File: config.mk
export PLATFORM = sky130hd
export DESIGN_NAME = uart_register_address_decode
export DESIGN_NICKNAME = d
export VERILOG_FILES = /design/src/rtl/uart_register_address_decode.v
export VERILOG_INCLUDE_DIRS = /design/src /design/src/rtl
export SDC_FILE = /design/constraint.sdc
export NUM_CORES = 1
export LEC_CHECK = 0
export ABC_CLOCK_PERIOD_IN_PS = 8200
export BUFFER_PORTS_ARGS = -buffer_cell sky130_fd_sc_hd__buf_2
export CORE_AREA = 3 3 172 107
export DETAILED_ROUTE_END_ITERATION = 8
export DIE_AREA = 0 0 175 110
export GPL_ROUTABILITY_DRIVEN = 1
export PLACE_DENSITY = 0.82
export SYNTH_ARGS = -nofsm -noshare
export SYNTH_HDL_FRONTEND = slang
export SYNTH_SLANG_ARGS = --single-unit
File: constraint.sdc
create_clock -name i_clock -period 8.2 [get_ports i_clock]
set_clock_uncertainty 0.1 [all_clocks]
set_input_delay 1.64 -clock i_clock [delete_from_list [all_inputs] [get_ports i_clock]]
set_output_delay 1.64 -clock i_clock [all_outputs]
set_load 0.02 [all_outputs]
File: src/rtl/uart_regmap_map.vh
// Notes on behaviour
// - Revision code when divisor zero, bank normal-divisor
// - Divisor bytes at 000/001 when bit7 set, outside the enhanced bank
// - Fraction divisor at 010 needs enhanced bit4
// - Bit7 clear: 000 reads receive, writes transmit
// - Interrupt enable at 001 in normal bank
// - 010 reads status, writes queue control
// - Line control always at 011
// - Modem control at 100 in normal bank
// - 101 reads line status, writes setup register
// - 110 reads modem status, writes special function
// - Scratch pad at 111 in plain page
// - 111 writes mode select, reads level count
// - Enhanced bank 000: level count, trigger write
// - Enhanced bank: feature 001, enhanced function 010
// - Enhanced bank page 0: four flow characters
// - Enhanced bank page 1: four pin registers
// - Three-bit address, qualifiers pick the register
`ifndef UART_REGMAP_MAP_VH
`define UART_REGMAP_MAP_VH

// ----------------------------------------------------------------
// Addresses, qualifiers and reset values
// ----------------------------------------------------------------
`define A_0            3'h0
`define A_1            3'h1
`define A_2            3'h2
`define A_3            3'h3
`define A_4            3'h4
`define A_5            3'h5
`define A_6            3'h6
`define A_7            3'h7
`define ENH_KEY        8'hBF
`define DIV_ZERO       8'h00
`define DLAB_BIT       7
`define ENH_FN_BIT     4
`define FEAT_PAGE_BIT  6
`define SPEC_PIN_BIT   0
`define REG_RESET      8'h00
`define LINE_CTL_RESET 8'h03
// The revision code value is arbitrary.
`define REV_CODE       8'h5A

`endif

File: src/rtl/uart_register_address_decode.v
`timescale 1ns/100ps
`include "uart_regmap_map.vh"

module uart_register_address_decode (
   // Clock and reset.
   input  wire       i_clock,
   input  wire       i_rst,
   // Host register port.
   // One strobe high for one cycle per access; the address
   // and data must stand through the taking edge.
   input  wire [2:0] i_addr,
   input  wire       i_rd,
   input  wire       i_wr,
   input  wire [7:0] i_wdata,
   output reg  [7:0] o_rdata,
   // Status supplied by the serial engine.
   input  wire [7:0] i_receive_holding,
   input  wire [7:0] i_interrupt_status,
   input  wire [7:0] i_line_status,
   input  wire [7:0] i_modem_status,
   input  wire [7:0] i_fifo_level_count,
   // Strobes to the serial engine for side-effect locations.
   // They are combinational, so the engine acts on the same
   // edge that takes the access.
   output wire       o_rx_pop,
   output wire       o_tx_push,
   output wire       o_queue_control_wr,
   output wire       o_trigger_wr,
   output wire       o_mode_select_wr,
   output wire       o_status_read,
   output wire       o_modem_read,
   // Register contents for the rest of the device.
   // Each comes straight from its flop, so it never glitches.
   output wire [7:0] o_line_control,
   output wire [7:0] o_divisor_low,
   output wire [7:0] o_divisor_high,
   output wire [7:0] o_divisor_fraction,
   output wire [7:0] o_interrupt_enable,
   output wire [7:0] o_modem_control,
   output wire [7:0] o_feature_control,
   output wire [7:0] o_enhanced_function,
   output wire [7:0] o_rs485_setup_hysteresis,
   output wire [7:0] o_special_function,
   output wire [7:0] o_scratch_pad,
   output wire [7:0] o_queue_control,
   output wire [7:0] o_fifo_trigger_level,
   output wire [7:0] o_enhanced_mode_select,
   output wire [7:0] o_flow_resume_char_1,
   output wire [7:0] o_flow_resume_char_2,
   output wire [7:0] o_flow_pause_char_1,
   output wire [7:0] o_flow_pause_char_2,
   output wire [7:0] o_pin_irq_enable,
   output wire [7:0] o_pin_three_state,
   output wire [7:0] o_pin_polarity,
   output wire [7:0] o_pin_function_select
);

   // ----------------------------------------------------------------
   // Storage
   // ----------------------------------------------------------------
   // Every stored register lives here as a flop.
   // Write-only registers are kept too, because the rest
   // of the device needs their contents even though the
   // host can never read them back.
   reg [7:0] line_control;         // Bank selector and framing.
   reg [7:0] divisor_low;          // Baud divisor, low byte.
   reg [7:0] divisor_high;         // Baud divisor, high byte.
   reg [7:0] divisor_fraction;     // Fractional divisor.
   reg [7:0] interrupt_enable;     // Interrupt enables.
   reg [7:0] modem_control;        // Modem outputs and modes.
   reg [7:0] feature_control;      // Feature control, page bit.
   reg [7:0] enhanced_function;    // Enhanced function enable.
   reg [7:0] rs485_setup_hysteresis; // Write-only setup.
   reg [7:0] special_function;     // Write-only, pin page bit.
   reg [7:0] scratch_pad;          // Free scratch byte.
   reg [7:0] queue_control;        // Last queue control write.
   reg [7:0] fifo_trigger_level;   // Write-only trigger level.
   reg [7:0] enhanced_mode_select; // Write-only mode select.
   // The paged sets are small arrays indexed by the low
   // two address bits.
   reg [7:0] flow_char [0:3];      // Resume 1, 2, pause 1, 2.
   reg [7:0] pin_reg   [0:3];      // Irq, three-state, pol, sel.

   // ----------------------------------------------------------------
   // Bank qualifiers
   // ----------------------------------------------------------------
   // All qualifiers come from register state before the edge,
   // so a write to line control moves the bank only for the
   // access after it.
   // The enhanced key takes precedence over the divisor bit, since
   // the key value itself has bit 7 set.
   wire enh_bank = (line_control == `ENH_KEY);
   wire dlab     = line_control[`DLAB_BIT] & ~enh_bank;
   // Enhancement enable gates the fraction and special locations.
   wire enh_on   = enhanced_function[`ENH_FN_BIT];
   // Pin page selects the pin set in the enhanced upper half.
   wire pin_page = special_function[`SPEC_PIN_BIT];
   // Feature page turns 111 into mode select and level count.
   wire feat_page = feature_control[`FEAT_PAGE_BIT];
   // A zero divisor means the revision code sits at 000.
   // Writes still reach the divisor, so it can leave zero.
   wire div_zero = (divisor_low == `DIV_ZERO) &&
                   (divisor_high == `DIV_ZERO);
   // Address 010 in the normal bank: with enhancement on, the
   // divisor bit hands the location to the fraction register.
   wire status_sel = ~enh_bank & (enh_on ? ~dlab : 1'b1);
   wire frac_sel = dlab & enh_on;
   // Address decodes used by the strobes; only the locations
   // with side effects need one.
   wire a0 = (i_addr == `A_0);
   wire a2 = (i_addr == `A_2);
   wire a5 = (i_addr == `A_5);
   wire a6 = (i_addr == `A_6);
   wire a7 = (i_addr == `A_7);
   wire [1:0] hi_idx = i_addr[1:0];

   // ----------------------------------------------------------------
   // Side-effect strobes, combinational with the access
   // ----------------------------------------------------------------
   // A strobe fires only where the access really reaches the
   // engine's location. A pop or push on a wrong-bank access
   // would lose or invent a byte, which the host cannot undo.
   // The status reads are silent in the enhanced bank, where
   // the upper half belongs to the paged sets.
   assign o_rx_pop  = i_rd & a0 & ~enh_bank & ~dlab;
   assign o_tx_push = i_wr & a0 & ~enh_bank & ~dlab;
   assign o_queue_control_wr = i_wr & a2 & status_sel;
   assign o_trigger_wr       = i_wr & a0 & enh_bank;
   assign o_mode_select_wr   = i_wr & a7 & ~enh_bank & feat_page
                               & ~pin_page;
   assign o_status_read = i_rd & a5 & ~enh_bank;
   assign o_modem_read  = i_rd & a6 & ~enh_bank;

   // ----------------------------------------------------------------
   // Write decode
   // ----------------------------------------------------------------
   // One write lands in at most one register. The case picks
   // by address and the bank qualifiers pick within it.
   // A write with both strobes high still writes; the read
   // side acts on its own.
   // The paged sets are handled after the case, which writes
   // nothing at their locations in the enhanced bank.
   // Writes aimed at read aliases reach the write-only register at
   // the same address; only unmapped or locked locations move no state.
   always @(posedge i_clock or posedge i_rst) begin
      if (i_rst) begin
         // Line control leaves reset in the normal bank with
         // an eight-bit frame; all else clears.
         line_control           <= `LINE_CTL_RESET;
         divisor_low            <= `REG_RESET;
         divisor_high           <= `REG_RESET;
         divisor_fraction       <= `REG_RESET;
         interrupt_enable       <= `REG_RESET;
         modem_control          <= `REG_RESET;
         feature_control        <= `REG_RESET;
         enhanced_function      <= `REG_RESET;
         rs485_setup_hysteresis <= `REG_RESET;
         special_function       <= `REG_RESET;
         scratch_pad            <= `REG_RESET;
         queue_control          <= `REG_RESET;
         fifo_trigger_level     <= `REG_RESET;
         enhanced_mode_select   <= `REG_RESET;
         flow_char[0] <= `REG_RESET;
         flow_char[1] <= `REG_RESET;
         flow_char[2] <= `REG_RESET;
         flow_char[3] <= `REG_RESET;
         pin_reg[0]   <= `REG_RESET;
         pin_reg[1]   <= `REG_RESET;
         pin_reg[2]   <= `REG_RESET;
         pin_reg[3]   <= `REG_RESET;
      end else if (i_wr) begin
         case (i_addr)
            `A_0: begin
               if (enh_bank) begin
                  fifo_trigger_level <= i_wdata;
               end else if (dlab) begin
                  divisor_low <= i_wdata;
               end
            end
            `A_1: begin
               if (enh_bank) begin
                  feature_control <= i_wdata;
               end else if (dlab) begin
                  divisor_high <= i_wdata;
               end else begin
                  interrupt_enable <= i_wdata;
               end
            end
            `A_2: begin
               if (enh_bank) begin
                  enhanced_function <= i_wdata;
               end else if (frac_sel) begin
                  divisor_fraction <= i_wdata;
               end else if (status_sel) begin
                  queue_control <= i_wdata;
               end
            end
            `A_3: begin
               line_control <= i_wdata;
            end
            `A_4: begin
               if (!enh_bank) begin
                  modem_control <= i_wdata;
               end
            end
            `A_5: begin
               if (!enh_bank) begin
                  rs485_setup_hysteresis <= i_wdata;
               end
            end
            `A_6: begin
               if (!enh_bank && enh_on) begin
                  special_function <= i_wdata;
               end
            end
            `A_7: begin
               if (!enh_bank && !pin_page) begin
                  if (feat_page) begin
                     enhanced_mode_select <= i_wdata;
                  end else begin
                     scratch_pad <= i_wdata;
                  end
               end
            end
            default: begin
            end
         endcase
         // Upper half of the enhanced bank: paged by the pin bit.
         // The case above writes nothing there in this bank,
         // so the two paths never meet on one register.
         if (enh_bank && i_addr[2]) begin
            if (pin_page) begin
               pin_reg[hi_idx] <= i_wdata;
            end else begin
               flow_char[hi_idx] <= i_wdata;
            end
         end
      end
   end

   // ----------------------------------------------------------------
   // Read decode
   // ----------------------------------------------------------------
   // The read mux mirrors the write decode, with the read
   // aliases in place of the write-only registers.
   // Status bytes come live from the engine and are caught
   // in the read cycle, so the host sees them as they stood
   // on the taking edge.
   // Read data is registered; it appears the cycle after i_rd.
   // Unmapped combinations read as zero and change nothing.
   reg [7:0] next_rdata;
   always @* begin
      next_rdata = 8'h00;
      case (i_addr)
         `A_0: begin
            if (enh_bank) begin
               next_rdata = i_fifo_level_count;
            end else if (dlab && div_zero) begin
               next_rdata = `REV_CODE;
            end else if (dlab) begin
               next_rdata = divisor_low;
            end else begin
               next_rdata = i_receive_holding;
            end
         end
         `A_1: begin
            if (enh_bank) begin
               next_rdata = feature_control;
            end else if (dlab) begin
               next_rdata = divisor_high;
            end else begin
               next_rdata = interrupt_enable;
            end
         end
         `A_2: begin
            if (enh_bank) begin
               next_rdata = enhanced_function;
            end else if (frac_sel) begin
               next_rdata = divisor_fraction;
            end else if (status_sel) begin
               next_rdata = i_interrupt_status;
            end
         end
         `A_3: begin
            next_rdata = line_control;
         end
         `A_4: begin
            if (!enh_bank) begin
               next_rdata = modem_control;
            end
         end
         `A_5: begin
            next_rdata = i_line_status;
         end
         `A_6: begin
            next_rdata = i_modem_status;
         end
         `A_7: begin
            if (!enh_bank && !pin_page) begin
               if (feat_page) begin
                  next_rdata = i_fifo_level_count;
               end else begin
                  next_rdata = scratch_pad;
               end
            end
         end
         default: begin
            next_rdata = 8'h00;
         end
      endcase
      // The enhanced bank overrides 100..111 for the paged sets.
      // This also hides the status bytes there, which matches
      // the silent status strobes.
      if (enh_bank && i_addr[2]) begin
         if (pin_page) begin
            next_rdata = pin_reg[hi_idx];
         end else begin
            next_rdata = flow_char[hi_idx];
         end
      end
   end

   // Holding the last value between reads keeps the bus quiet.
   // The cost is one cycle of latency on every read, which
   // the host port easily absorbs.
   always @(posedge i_clock or posedge i_rst) begin
      if (i_rst) begin
         o_rdata <= 8'h00;
      end else if (i_rd) begin
         o_rdata <= next_rdata;
      end
   end

   // ----------------------------------------------------------------
   // Register contents out
   // ----------------------------------------------------------------
   // Plain copies of the flops for the serial engine,
   // the baud generator and the pin logic.
   // Nothing here is gated by bank, since the rest of the
   // device needs the contents at all times.
   assign o_line_control           = line_control;
   assign o_divisor_low            = divisor_low;
   assign o_divisor_high           = divisor_high;
   assign o_divisor_fraction       = divisor_fraction;
   assign o_interrupt_enable       = interrupt_enable;
   assign o_modem_control          = modem_control;
   assign o_feature_control        = feature_control;
   assign o_enhanced_function      = enhanced_function;
   assign o_rs485_setup_hysteresis = rs485_setup_hysteresis;
   assign o_special_function       = special_function;
   assign o_scratch_pad            = scratch_pad;
   assign o_queue_control          = queue_control;
   assign o_fifo_trigger_level     = fifo_trigger_level;
   assign o_enhanced_mode_select   = enhanced_mode_select;
   // Flow characters in address order, resume pair first.
   // The flow logic compares received bytes against them.
   assign o_flow_resume_char_1     = flow_char[0];
   assign o_flow_resume_char_2     = flow_char[1];
   assign o_flow_pause_char_1      = flow_char[2];
   assign o_flow_pause_char_2      = flow_char[3];
   // Pin set in address order.
   // The pin logic applies them without further decode.
   assign o_pin_irq_enable         = pin_reg[0];
   assign o_pin_three_state        = pin_reg[1];
   assign o_pin_polarity           = pin_reg[2];
   assign o_pin_function_select    = pin_reg[3];

endmodule

* Yosys cells after proc, flatten, opt, wreduce, memory -nomap -nowiden
Index checks and enable logic that the tools add are counted.
** Storage, ports and cells
- Flip-flop bits (word level) :: 184
- Input bits :: 55
- Output and inout port bits :: 191
- Logic and storage cells :: 111
** Operators by class
- $lt $le $gt $ge :: 2
- Equal/unequal tests :: 8
- Muxes and demuxes :: 25
- Bitwise logic cells :: 26
- Reduce and logical (&&, ||, !) cells :: 27
** Operators by type and width (count)
- $mux W8 :: 18
- $bwmux W32 :: 2
- $pmux W8 S8 :: 1
- $bmux W8 S2 :: 2
- $reduce_and A3 Y1 :: 8
- $reduce_and A4 Y1 :: 6
- $and A1 B1 Y1 :: 20
- $demux W8 S2 :: 1
- $logic_not A8 Y1 :: 2
- $eq A3 B3 Y1 const B :: 4
- $eq A8 B8 Y1 const B :: 1
- $eq A3 B2 Y1 const B :: 2
- $logic_and A1 B1 Y1 :: 6
- $not A1 Y1 :: 5
- $reduce_and A5 Y1 :: 1
- $eq A3 B1 Y1 const B :: 1
- $ge A3 B3 Y1 const B :: 1
- $logic_not A3 Y1 :: 1
- $lt A3 B1 Y1 const B :: 1
- $not A2 Y3 :: 1
- $logic_not A1 Y1 :: 2
- $reduce_and A2 Y1 :: 1
- $mux W1 :: 1

* Logic depth before layout (Yosys ltp)
Gate-level depths: netlist (run 1).
- Depth in word-level cells :: 11
- Depth in mapped cells :: 8
- Depth with buffers taken out :: 5

* Least setup slack after synthesis (run 1)
No wires, ideal clock.
- Path kind :: input port to output port
- Start point :: in i_addr[0]
- End point :: out o_status_read
- Data arrival time :: 2.900 ns
- Data required time :: 6.460 ns
- Path slack :: 3.560 ns
- Stages :: 5
- Cells stage by stage :: buf_4 -> buf_4 -> buf_4 -> nand2_1 -> nor4_1
** Between the ends
- Longest elaborated chain between the ends :: 3
** Ends and longest elaborated chain
- start: declaration :: line uart_register_address_decode.v:11 : input wire [2:0] i_addr,
- $eq A3 B3 Y1
- $and A1 B1 Y1 (2 in series) :: line uart_register_address_decode.v:131 : assign o_status_read = i_rd & a5 & ~enh_bank;
- end: declaration :: line uart_register_address_decode.v:30 : output wire o_status_read,
Every way passes these cells.

* Final worst setup path (run 1)
- Start point :: in i_addr[0]
- End point :: out o_mode_select_wr
** Between the ends
- Longest elaborated chain between the ends :: 5
** Ends and longest elaborated chain
- $eq A3 B3 Y1
- $and A1 B1 Y1 (3 in series) :: line uart_register_address_decode.v:129 : assign o_mode_select_wr = i_wr & a7 & ~enh_bank & feat_page
- $and A1 B1 Y1 :: line uart_register_address_decode.v:130 : & ~pin_page;
- end: declaration :: line uart_register_address_decode.v:29 : output wire o_mode_select_wr,
Every way passes these cells.

==> metrics.md, run 1 <==
| Metric | Value |
|---|---|
| Largest stage delay, worst path | `0.55 ns` |
| Crit path arrival time | `3.76 ns` |
| Rows | `37` |
| Worst slew pin tran | `1.18 ns` |
| Beginning of the worst hold path | `o_fifo_trigger_level[6]` |
| Via-to-Cell Ratio | `6.21` |
| Top cell type's share of synthesized area | `51.0%` |
| H-tree Lvls | `4` |
| Die height | `110 um` |
| # resized after CTS | `0` |
| Starting Density | `52.7%` |
| Total GRT Usage | `31.1%` |
| Diode count | `0` |
| Core Area | `0.0169 mm^2` |
| Post-synthesis sequential area ratio | `51.6%` |
| Final Hold Fails | `0` |
| Register bit count reported by yosys | `184` |
| Leak pwr | `5.55 nW` |
| Grt ovf | `0` |
| Setup TNS | `0 ns` |
| Critical Path Start | `i_addr[0]` |
| Post-Syn Area per Cell | `12.8 um^2` |
| Die area | `0.0193 mm^2` |
| Clk pin slew, worst setup/hold paths | `0.07 ns` |
| First-pass GRT wire length | `44400 um` |
| # hold bufs at CTS | `0` |
| DRC Markers | `0` |
| CP Launch Type | `primary input` |
| PortBufs | `245` |
| Critical Path Sink Type | `primary output` |
| CP Max Fanout | `44` |
| DRT Wirelength | `30100 um` |
| DRT antenna net count | `0` |
| Async S/R FF share, synth | `100%` |
| Critical path required time | `6.46 ns` |
| Hold Path Class | `reg -> reg` |
| Setup bufs post-CTS | `0` |
| RSZ-0062 raised after global routing | `false` |
| Clock insertion delay at the later pin of the skew report | `0.42 ns` |
| Yosys warnings | `0` |
| Pwr Density | `221 mW/mm^2` |
| Yosys cell types | `71` |
| Top cells by area, synth | `dfrtp_1 51%, mux2_2 23%, mux2i_1 2.7%, nand3_1 2.0%, mux4_2 2.0%` |
| Status | `finished, final reports clean` |
| Drt first-iter violations | `821` |
| Most used cell, CP | `buf_2` |
| Final-stage net count | `967` |
| Vias | `7197` |
| Synth-to-layout area growth | `21.3%` |
| Worst Setup Path Type | `in -> out` |
| Final Hold Slack | `0.402 ns` |
| Vias in the first global route | `7094` |
| Max-slew violations | `0` |
| Power Total | `2.39 mW` |
| Tmin final | `5.50 ns` |
| Slew HR | `21.3%` |
| CTS Root Cell | `clkbuf_16` |
| Die width | `175 um` |
| Worst path cell trace | `buf_2, buf_4, nand4b_1, a21oi_2, nand3_2, inv_1, buf_2` |
| Max stage delay cell, worst path | `buf_4` |
| Final setup viols | `0` |
| R2R Path Start | `o_line_control[6]` |
| Synth Flop Type | `dfrtp_1` |
| Top cells by count, synth | `182 x dfrtp_1, 182 x mux2_2, 36 x nand3_1, 30 x clkbuf_1, 24 x mux2i_1` |
| Area leader, netlist | `dfrtp_1` |
| Syn_nets | `750` |
| Cell area after synthesis | `0.00892 mm^2` |
| Final period util | `67.1%` |
| Max-Cap Viols | `0` |
| Post-Syn Instances | `695` |
| Worst IR Drop VDD | `125 uV` |
| Largest net degree at the start of global routing | `68` |
| Antenna violations before repair | `0` |
| 1st-pass router iterations | `5` |
| Io pins | `246` |
| Peak Freq | `182 MHz` |
| TritonCTS sink count | `184` |
| Global placer's final weighted congestion | `0.973` |
| CTS tree | `yes` |
| Share of layout cells above drive strength 1 | `53.9%` |
| CTS Buf Count | `17` |
| Max Root-Sink Buffers | `2` |
| DP HPWL | `21800 um` |
| EDFF count, synth | `0` |
| Routed len/inst | `26.0 um` |
[logic make-up after synthesis]
group / synth area share (%)
multiplexers: 27.8
buffers and inverters: 3.04
AO/OA/AOI/OAI: 8.65
AND/OR/NAND/NOR: 8.88
flip-flops: 51.6
[metrics by stage]
step                      setup slack [ns]  instances  util, %  cell area (um^2)
after detailed placement              2.77       1127     60.5             10300
after global placement                2.89       1127     60.5             10300
after CTS                             2.73       1159     63.9             10800
after floorplan                       1.46        695        -              8920
final                                 2.70       1159     63.9             10800
after global routing                  2.55       1159     63.9             10800
[cell usage in the layout (no fill, tap or decap), types with 6 or more instances in the layout]
master	Yosys	routed
mux4_2	8	8
a22o_1	8	8
a31oi_1	10	10
buf_2	13	245
mux2_2	182	182
dfrtp_1	182	182
nand2_1	20	20
o21ai_0	22	22
nor2_1	16	16
a221o_1	8	8
a21oi_1	10	10
mux2i_1	24	24
nor3_1	9	9
inv_1	9	8
clkbuf_16	0	17
nand3_1	36	36
nor2b_1	6	6
[per-layer routing]
layer  wire, um  global-route usage [%]
met3       3530                    10.5
met5          0                       0
met1      13700                    46.2
met2      12500                    44.9
met4        404                    6.09
[path summary, 6_finish.rpt]
| kind | to | slack (ns) | depth (start not counted) |
|---|---|---|---|
| setup reg to reg | o_pin_irq_enable[5] | 4.79 | 5 |
| max in group asynchronous | o_queue_control[5] | 5.60 | 3 |
| hold reg to reg | o_fifo_trigger_level[6] | 0.40 | 1 |
| hold / removal | o_fifo_trigger_level[6] | 0.40 | 1 |
| min in group asynchronous | o_scratch_pad[3] | 1.16 | 2 |
| setup / recovery | o_mode_select_wr | 2.70 | 7 |
[critical path: cells and delay by family]
family | cells | cell delay (ns)
AO/OA/AOI/OAI | 1 | 0.41
buffers and inverters | 4 | 0.90
AND/OR/NAND/NOR | 2 | 0.78
[where the power goes]
group	total, mW	internal [mW]	switching [mW]
registers	1.10	0.998	0.100
clock network	0.800	0.428	0.372
logic	0.491	0.181	0.310
[layout make-up]
class,count,area (um^2)
Clock inverter,13,134
Inverter,11,46.3
Sequential cell,184,4610
Clock buffer,19,433
Multi-Input combinational cell,448,4050
Fill cell,1402,6120
Tap cell,234,293
Timing Repair Buffer,250,1260
Note: power is estimated with default switching activity, not from simulation.
==> run 2: changes to the inputs <==
--- a/config.mk
+++ b/config.mk
@@ -6,13 +6,14 @@
 export SDC_FILE = /design/constraint.sdc
 export NUM_CORES = 1
 export LEC_CHECK = 0
-export ABC_CLOCK_PERIOD_IN_PS = 8200
+export ABC_AREA = 1
+export ABC_CLOCK_PERIOD_IN_PS = 5200
 export BUFFER_PORTS_ARGS = -buffer_cell sky130_fd_sc_hd__buf_2
-export CORE_AREA = 3 3 172 107
+export CORE_AREA = 3 3 171 106
 export DETAILED_ROUTE_END_ITERATION = 8
-export DIE_AREA = 0 0 175 110
+export DIE_AREA = 0 0 174 109
 export GPL_ROUTABILITY_DRIVEN = 1
-export PLACE_DENSITY = 0.82
+export PLACE_DENSITY = 0.81
 export SYNTH_ARGS = -nofsm -noshare
 export SYNTH_HDL_FRONTEND = slang
 export SYNTH_SLANG_ARGS = --single-unit
==> constraint.sdc (replaced) <==
create_clock -name i_clock -period 5.2 [get_ports i_clock]
set_clock_uncertainty 0.1 [all_clocks]
set_input_delay 1.04 -clock i_clock [delete_from_list [all_inputs] [get_ports i_clock]]
set_output_delay 1.04 -clock i_clock [all_outputs]
set_load 0.02 [all_outputs]
==> metrics.md, run 2 <==
| Metric | Value |
|---|---|
| Syn_nets | `1142` |
| Share of layout cells above drive strength 1 | `23.9%` |
| Drt first-iter violations | `1060` |
| CTS Root Cell | `clkbuf_16` |
| Adder-Cell Fraction of Synth Area | `0%` |
| Final Hold Fails | `0` |
| Max-slew violations | `0` |
| H-tree Lvls | `4` |
| Critical Path Sink Type | `primary output` |
| Largest family of logic cells by synthesized area | `simple AND/OR/NAND/NOR gates` |
| Final Worst Setup Slack | `1.35 ns` |
| Yosys cell types | `28` |
| Top cell type's share of synthesized area | `52.6%` |
| Die area | `0.0190 mm^2` |
| CP Max Fanout | `17` |
| Final-stage net count | `1346` |
| Slew HR | `28.7%` |
| Max Root-Sink Buffers | `2` |
| Multiplexer area fraction after synthesis | `1.39%` |
| Vias in the first global route | `7949` |
| Antenna violations before repair | `3` |
| Clk pin slew, worst setup/hold paths | `0.08 ns` |
| Area leader, netlist | `dfrtp_1` |
| Largest net degree at the start of global routing | `185` |
| Synth Area in Compound Gates | `13.2%` |
| Setup TNS | `0 ns` |
| CTS Buf Count | `17` |
| Max-Cap Viols | `0` |
| Core Area | `0.0164 mm^2` |
| Top cells by area, synth | `dfrtp_1 53%, nand2_1 16%, o21ai_0 11%, nand3_1 3.9%, inv_1 2.8%` |
| Crit path arrival time | `2.71 ns` |
| Rows | `36` |
| # resized after CTS | `0` |
| # hold bufs at CTS | `0` |
| EDFF count, synth | `0` |
| Synth-to-layout area growth | `21.9%` |
| Simple-Gate Fraction of Synth Area | `25.8%` |
| PortBufs | `245` |
| Via-to-Cell Ratio | `5.72` |
| CP Launch Type | `primary input` |
| XOR/XNOR Fraction of Synth Area | `0%` |
| Worst slew pin tran | `1.07 ns` |
| Cell area after synthesis | `0.00866 mm^2` |
| RSZ-0062 raised after global routing | `false` |
| Synth Flop Type | `dfrtp_1` |
| First-pass GRT wire length | `46600 um` |
| Leak pwr | `5.74 nW` |
| Die height | `109 um` |
| Commonest cells after routing, fill and taps aside | `373 x nand2_1, 245 x buf_2, 184 x o21ai_0` |
| Hold Path Class | `reg -> reg` |
| Post-Syn Area per Cell | `7.96 um^2` |
| Pwr Density | `357 mW/mm^2` |
| DRT antenna net count | `0` |
| Clock insertion delay at the later pin of the skew report | `0.42 ns` |
| Worst IR Drop VDD | `246 uV` |
| Critical path required time | `4.06 ns` |
| Most common cell after layout, fill and taps aside | `nand2_1` |
| Async S/R FF share, synth | `100%` |
| Worst Setup Path Type | `in -> out` |
| Peak Freq | `259 MHz` |
| Routed len/inst | `20.2 um` |
| Worst slack, placed | `1.42 ns` |
| Vias | `8770` |
| Grt ovf | `0` |
| Die width | `174 um` |
| DP HPWL | `21700 um` |
| Setup bufs post-CTS | `0` |
| Register bit count reported by yosys | `184` |
| 1st-pass router iterations | `8` |
| Post-Syn Instances | `1087` |
| Status | `finished, final reports clean` |
| Yosys warnings | `0` |
| Top cells by count, synth | `374 x nand2_1, 184 x o21ai_0, 182 x dfrtp_1, 67 x nand3_1, 64 x inv_1` |
| Tmin final | `3.85 ns` |
| Global placer's final weighted congestion | `0.981` |
| Final setup viols | `0` |
| Final period util | `74.1%` |
| Count leader, synth | `nand2_1` |
| Fill count | `1480` |
| DRC Markers | `0` |
| Starting Density | `52.8%` |
| DRT Wirelength | `30900 um` |
| Io pins | `246` |
| Post-synthesis sequential area ratio | `53.2%` |
| TritonCTS sink count | `184` |
| Total GRT Usage | `32.4%` |
| CTS tree | `yes` |
==> run 2: cell count changes in the layout (fill, tap and decap cells not counted), moves of 8 or more <==
| cell | before | now |
|---|---|---|
| nand4_1 | 2 | 11 |
| mux2i_1 | 24 | 12 |
| a22o_1 | 8 | 0 |
| a31oi_1 | 10 | 0 |
| a21oi_1 | 10 | 24 |
| nand3_1 | 36 | 67 |
| nand2_1 | 20 | 373 |
| o21ai_0 | 22 | 184 |
| a221o_1 | 8 | 0 |
| mux2_2 | 182 | 0 |
| nor2_1 | 16 | 54 |
| inv_1 | 8 | 63 |
| mux4_2 | 8 | 0 |
==> run 2: final cells by class <==
cell class | count | area, um^2 | share of cell area [%]
antenna | 1 | 2.50 | 0.0237
clock buffer | 17 | 425 | 4.03
clock inverter | 14 | 180 | 1.71
inverter | 71 | 270 | 2.56
multi-input combinational | 766 | 3490 | 33.1
sequential | 184 | 4610 | 43.7
tap | 228 | 285 | 2.70
timing repair buffer | 251 | 1280 | 12.2
==> run 2: path summary, 6_finish.rpt <==
check	startpoint	endpoint	slack, ns	cells after the start
worst max-delay path	i_addr[2]	o_mode_select_wr	1.35	8
worst min-delay path	o_rs485_setup_hysteresis[7]	o_rs485_setup_hysteresis[7]	0.38	2
worst max register to register	o_line_control[0]	o_flow_pause_char_2[0]	1.97	9
worst min register to register	o_rs485_setup_hysteresis[7]	o_rs485_setup_hysteresis[7]	0.38	2
max in group asynchronous	i_rst	o_rdata[6]	3.40	3
min in group asynchronous	i_rst	o_rs485_setup_hysteresis[4]	0.74	3
==> run 2: critical path, stage by stage <==
cell     delay, ns
buf_2         0.23
inv_2         0.12
nor3_2        0.41
nand2_1       0.10
inv_1         0.19
nand3_2       0.32
inv_1         0.13
buf_2         0.17
==> run 2: where the power goes <==
group / leakage [nW] / internal, mW / switching (mW)
combinational: 3.00 / 0.218 / 0.519
clock: 0.291 / 0.731 / 0.624
sequential: 2.45 / 1.56 / 0.118
total: 5.74 / 2.51 / 1.26
==> run 2: through the flow <==
stage / util [%] / hold WS, ns / cells / power (mW) / cell area [um^2]
6_report: 64.3 / 0.381 / 1532 / 3.77 / 10500
5_1_grt: 64.3 / 0.407 / 1532 / 3.91 / 10500
4_1_cts: 64.3 / 0.387 / 1531 / 3.76 / 10500
3_5_place_dp: 60.6 / 0.369 / 1500 / 2.42 / 9940
3_3_place_gp: 60.6 / 0.362 / 1500 / 2.40 / 9940
2_1_floorplan: - / 0.435 / 1087 / 2.12 / 8660
==> run 2: cells by family (layout without fill, tap and decap cells) <==
logic type             Yosys count  in the layout
buffers and inverters          137            353
DFF                            184            184
other                            0              1
muxes                           12             12
and+or+nand+nor                533            533
AOI/OAI and AO/OA              221            221
==> run 2: layer usage <==
layer  up-vias  part of all wire [%]  GRT usage [%]
li1       3945                     -              -
met1      4212                    42           46.8
met2       551                    41           44.8
met3        58                    15           14.8
met4         4                   1.7           7.05
met5         -                 0.078              0
==> run 3: changes to the inputs <==
--- a/config.mk
+++ b/config.mk
@@ -6,14 +6,14 @@
 export SDC_FILE = /design/constraint.sdc
 export NUM_CORES = 1
 export LEC_CHECK = 0
-export ABC_AREA = 1
-export ABC_CLOCK_PERIOD_IN_PS = 5200
+export ABC_AREA = 0
+export ABC_CLOCK_PERIOD_IN_PS = 3300
 export BUFFER_PORTS_ARGS = -buffer_cell sky130_fd_sc_hd__buf_2
-export CORE_AREA = 3 3 171 106
+export CORE_AREA = 3 3 181 112
 export DETAILED_ROUTE_END_ITERATION = 8
-export DIE_AREA = 0 0 174 109
+export DIE_AREA = 0 0 184 115
 export GPL_ROUTABILITY_DRIVEN = 1
-export PLACE_DENSITY = 0.81
+export PLACE_DENSITY = 0.78
 export SYNTH_ARGS = -nofsm -noshare
 export SYNTH_HDL_FRONTEND = slang
 export SYNTH_SLANG_ARGS = --single-unit
==> constraint.sdc (replaced) <==
create_clock -name i_clock -period 3.3 [get_ports i_clock]
set_clock_uncertainty 0.1 [all_clocks]
set_input_delay 0.66 -clock i_clock [delete_from_list [all_inputs] [get_ports i_clock]]
set_output_delay 0.66 -clock i_clock [all_outputs]
set_load 0.02 [all_outputs]
==> metrics.md, run 3 (same netlist as run 1, synthesis figures left out) <==
| Metric | Value |
|---|---|
| Status | `finished, final reports clean` |
| Final setup viols | `0` |
| 1st-pass router iterations | `7` |
| Final period util | `94.3%` |
| Largest net degree at the start of global routing | `97` |
| Clock insertion delay at the later pin of the skew report | `0.44 ns` |
| Commonest cells after routing, fill and taps aside | `245 x buf_2, 182 x mux2_2, 182 x dfrtp_1` |
| Peak Freq | `321 MHz` |
| Clock Power Share | `34.0%` |
| Final Hold Slack | `0.171 ns` |
| Vias | `7265` |
| Seq pwr share | `45.1%` |
| Power Total | `6.03 mW` |
| Setup TNS | `0 ns` |
| Cell count after placement | `1158` |
| CP Buf/Inv Count | `2` |
| Total GRT Usage | `29.3%` |
| Core Area | `0.0188 mm^2` |
| Synth-to-layout area growth | `23.6%` |
| DRT antenna net count | `0` |
| Rows | `39` |
| # hold bufs at CTS | `0` |
| CTS tree | `yes` |
| Drt first-iter violations | `964` |
| Worst path cell trace | `nand4b_2, nor2_2, buf_4, nor4_1, buf_2` |
| Setup bufs post-CTS | `0` |
| TritonCTS sink count | `184` |
| Via-to-Cell Ratio | `6.09` |
| H-tree Lvls | `4` |
| Io pins | `246` |
| CTS Buf Count | `17` |
| Hold Path Class | `in -> async` |
| CP delay by family, top | `simple AND/OR/NAND/NOR gates` |
| Worst IR Drop VDD | `440 uV` |
| Global placer's final weighted congestion | `1.04` |
| DRT Wirelength | `31100 um` |
| Final Hold Fails | `0` |
| Routed len/inst | `26.0 um` |
| Share of layout cells above drive strength 1 | `55.0%` |
| Die width | `184 um` |
| Die height | `115 um` |
| First-pass GRT wire length | `45500 um` |
| RSZ-0062 raised after global routing | `false` |
| PortBufs | `245` |
| Slew HR | `51.0%` |
| Comb power frac | `20.9%` |
| Non-filler instance count after layout | `1193` |
| CTS Root Cell | `clkbuf_16` |
| Pwr Density | `546 mW/mm^2` |
| Critical path required time | `2.54 ns` |
| Switching Fraction | `32.2%` |
| Starting Density | `47.4%` |
| Die area | `0.0212 mm^2` |
| Internal | `4.09 mW` |
| Leak pwr | `5.68 nW` |
| Clk pin slew, worst setup/hold paths | `0.07 ns` |
| # resized after CTS | `0` |
| Crit path arrival time | `2.35 ns` |
| Final core occ | `58.6%` |
| Antenna violations before repair | `3` |
| Worst Setup Path Type | `reg -> out` |
| DP HPWL | `22600 um` |
| Max Root-Sink Buffers | `2` |
| CP Max Fanout | `17` |
| Sw power | `1.94 mW` |
| Max-slew violations | `0` |
| Largest stage delay, worst path | `0.49 ns` |
| Worst slew pin tran | `0.734 ns` |
| Tmin final | `3.11 ns` |
| CP Launch Type | `register` |
| Critical Path Sink Type | `primary output` |
| Most common cell after layout, fill and taps aside | `buf_2` |
| Max-Cap Viols | `0` |
| Final-stage net count | `986` |
| Max stage delay cell, worst path | `nor4_1` |
| DRC Markers | `0` |
| Grt ovf | `0` |
| Vias in the first global route | `7064` |
==> run 3: cell count changes in the layout (fill, tap and decap cells not counted), sizes merged, moves of 33 or more <==
cell | previous run | this run
inv | 75 | 10
mux2 | 0 | 183
nand2 | 374 | 22
nand3 | 71 | 38
nor2 | 60 | 19
o21ai | 186 | 22
==> run 3: final cells by class <==
class                           instances  area [um^2]
Tap cell                              246          308
Clock inverter                          9         90.1
Antenna cell                            3         7.51
Clock buffer                           23          498
Fill cell                            1615         7800
Sequential cell                       184         4610
Multi-Input combinational cell        448         4050
Timing Repair Buffer                  269         1430
Inverter                               11         45.0
==> run 3: layer usage <==
metal	GRT usage, %	up-vias	share of wire (%)
met5	0	-	0
met4	7.60	0	1.5
met3	9.20	35	11
met2	40.6	423	41
met1	44.6	3710	46
li1	-	3097	-
==> run 3: path summary, 6_finish.rpt <==
kind	start	endpoint	slack [ns]	cells past startpoint
worst min-delay path	i_rst	o_divisor_fraction[5]	0.17	2
min in group i_clock	o_enhanced_mode_select[7]	o_enhanced_mode_select[7]	0.40	1
worst max-delay path	o_line_control[3]	o_status_read	0.19	5
worst max register to register	o_line_control[6]	o_rdata[7]	0.50	5
max in group asynchronous	i_rst	o_queue_control[6]	2.04	3
worst min register to register	o_enhanced_mode_select[7]	o_enhanced_mode_select[7]	0.40	1
==> run 3: power by group through the flow <==
stage / Clock (mW) / Combinational [mW] / Sequential (mW)
after floorplan: 0 / 0.502 / 2.96
after global placement: 0 / 1.23 / 2.74
after detailed placement: 0 / 1.24 / 2.75
after CTS: 2.06 / 1.25 / 2.71
after global routing: 2.17 / 1.33 / 2.74
final: 2.05 / 1.26 / 2.72
==> run 3: per-stage QoR <==
step | instance area, um^2 | worst slack, ns
3_5_place_dp | 10400 | 0.501
6_report | 11000 | 0.188
3_3_place_gp | 10400 | 0.555
5_1_grt | 11000 | 0.129
4_1_cts | 11000 | 0.255
2_1_floorplan | 8930 | 0.177
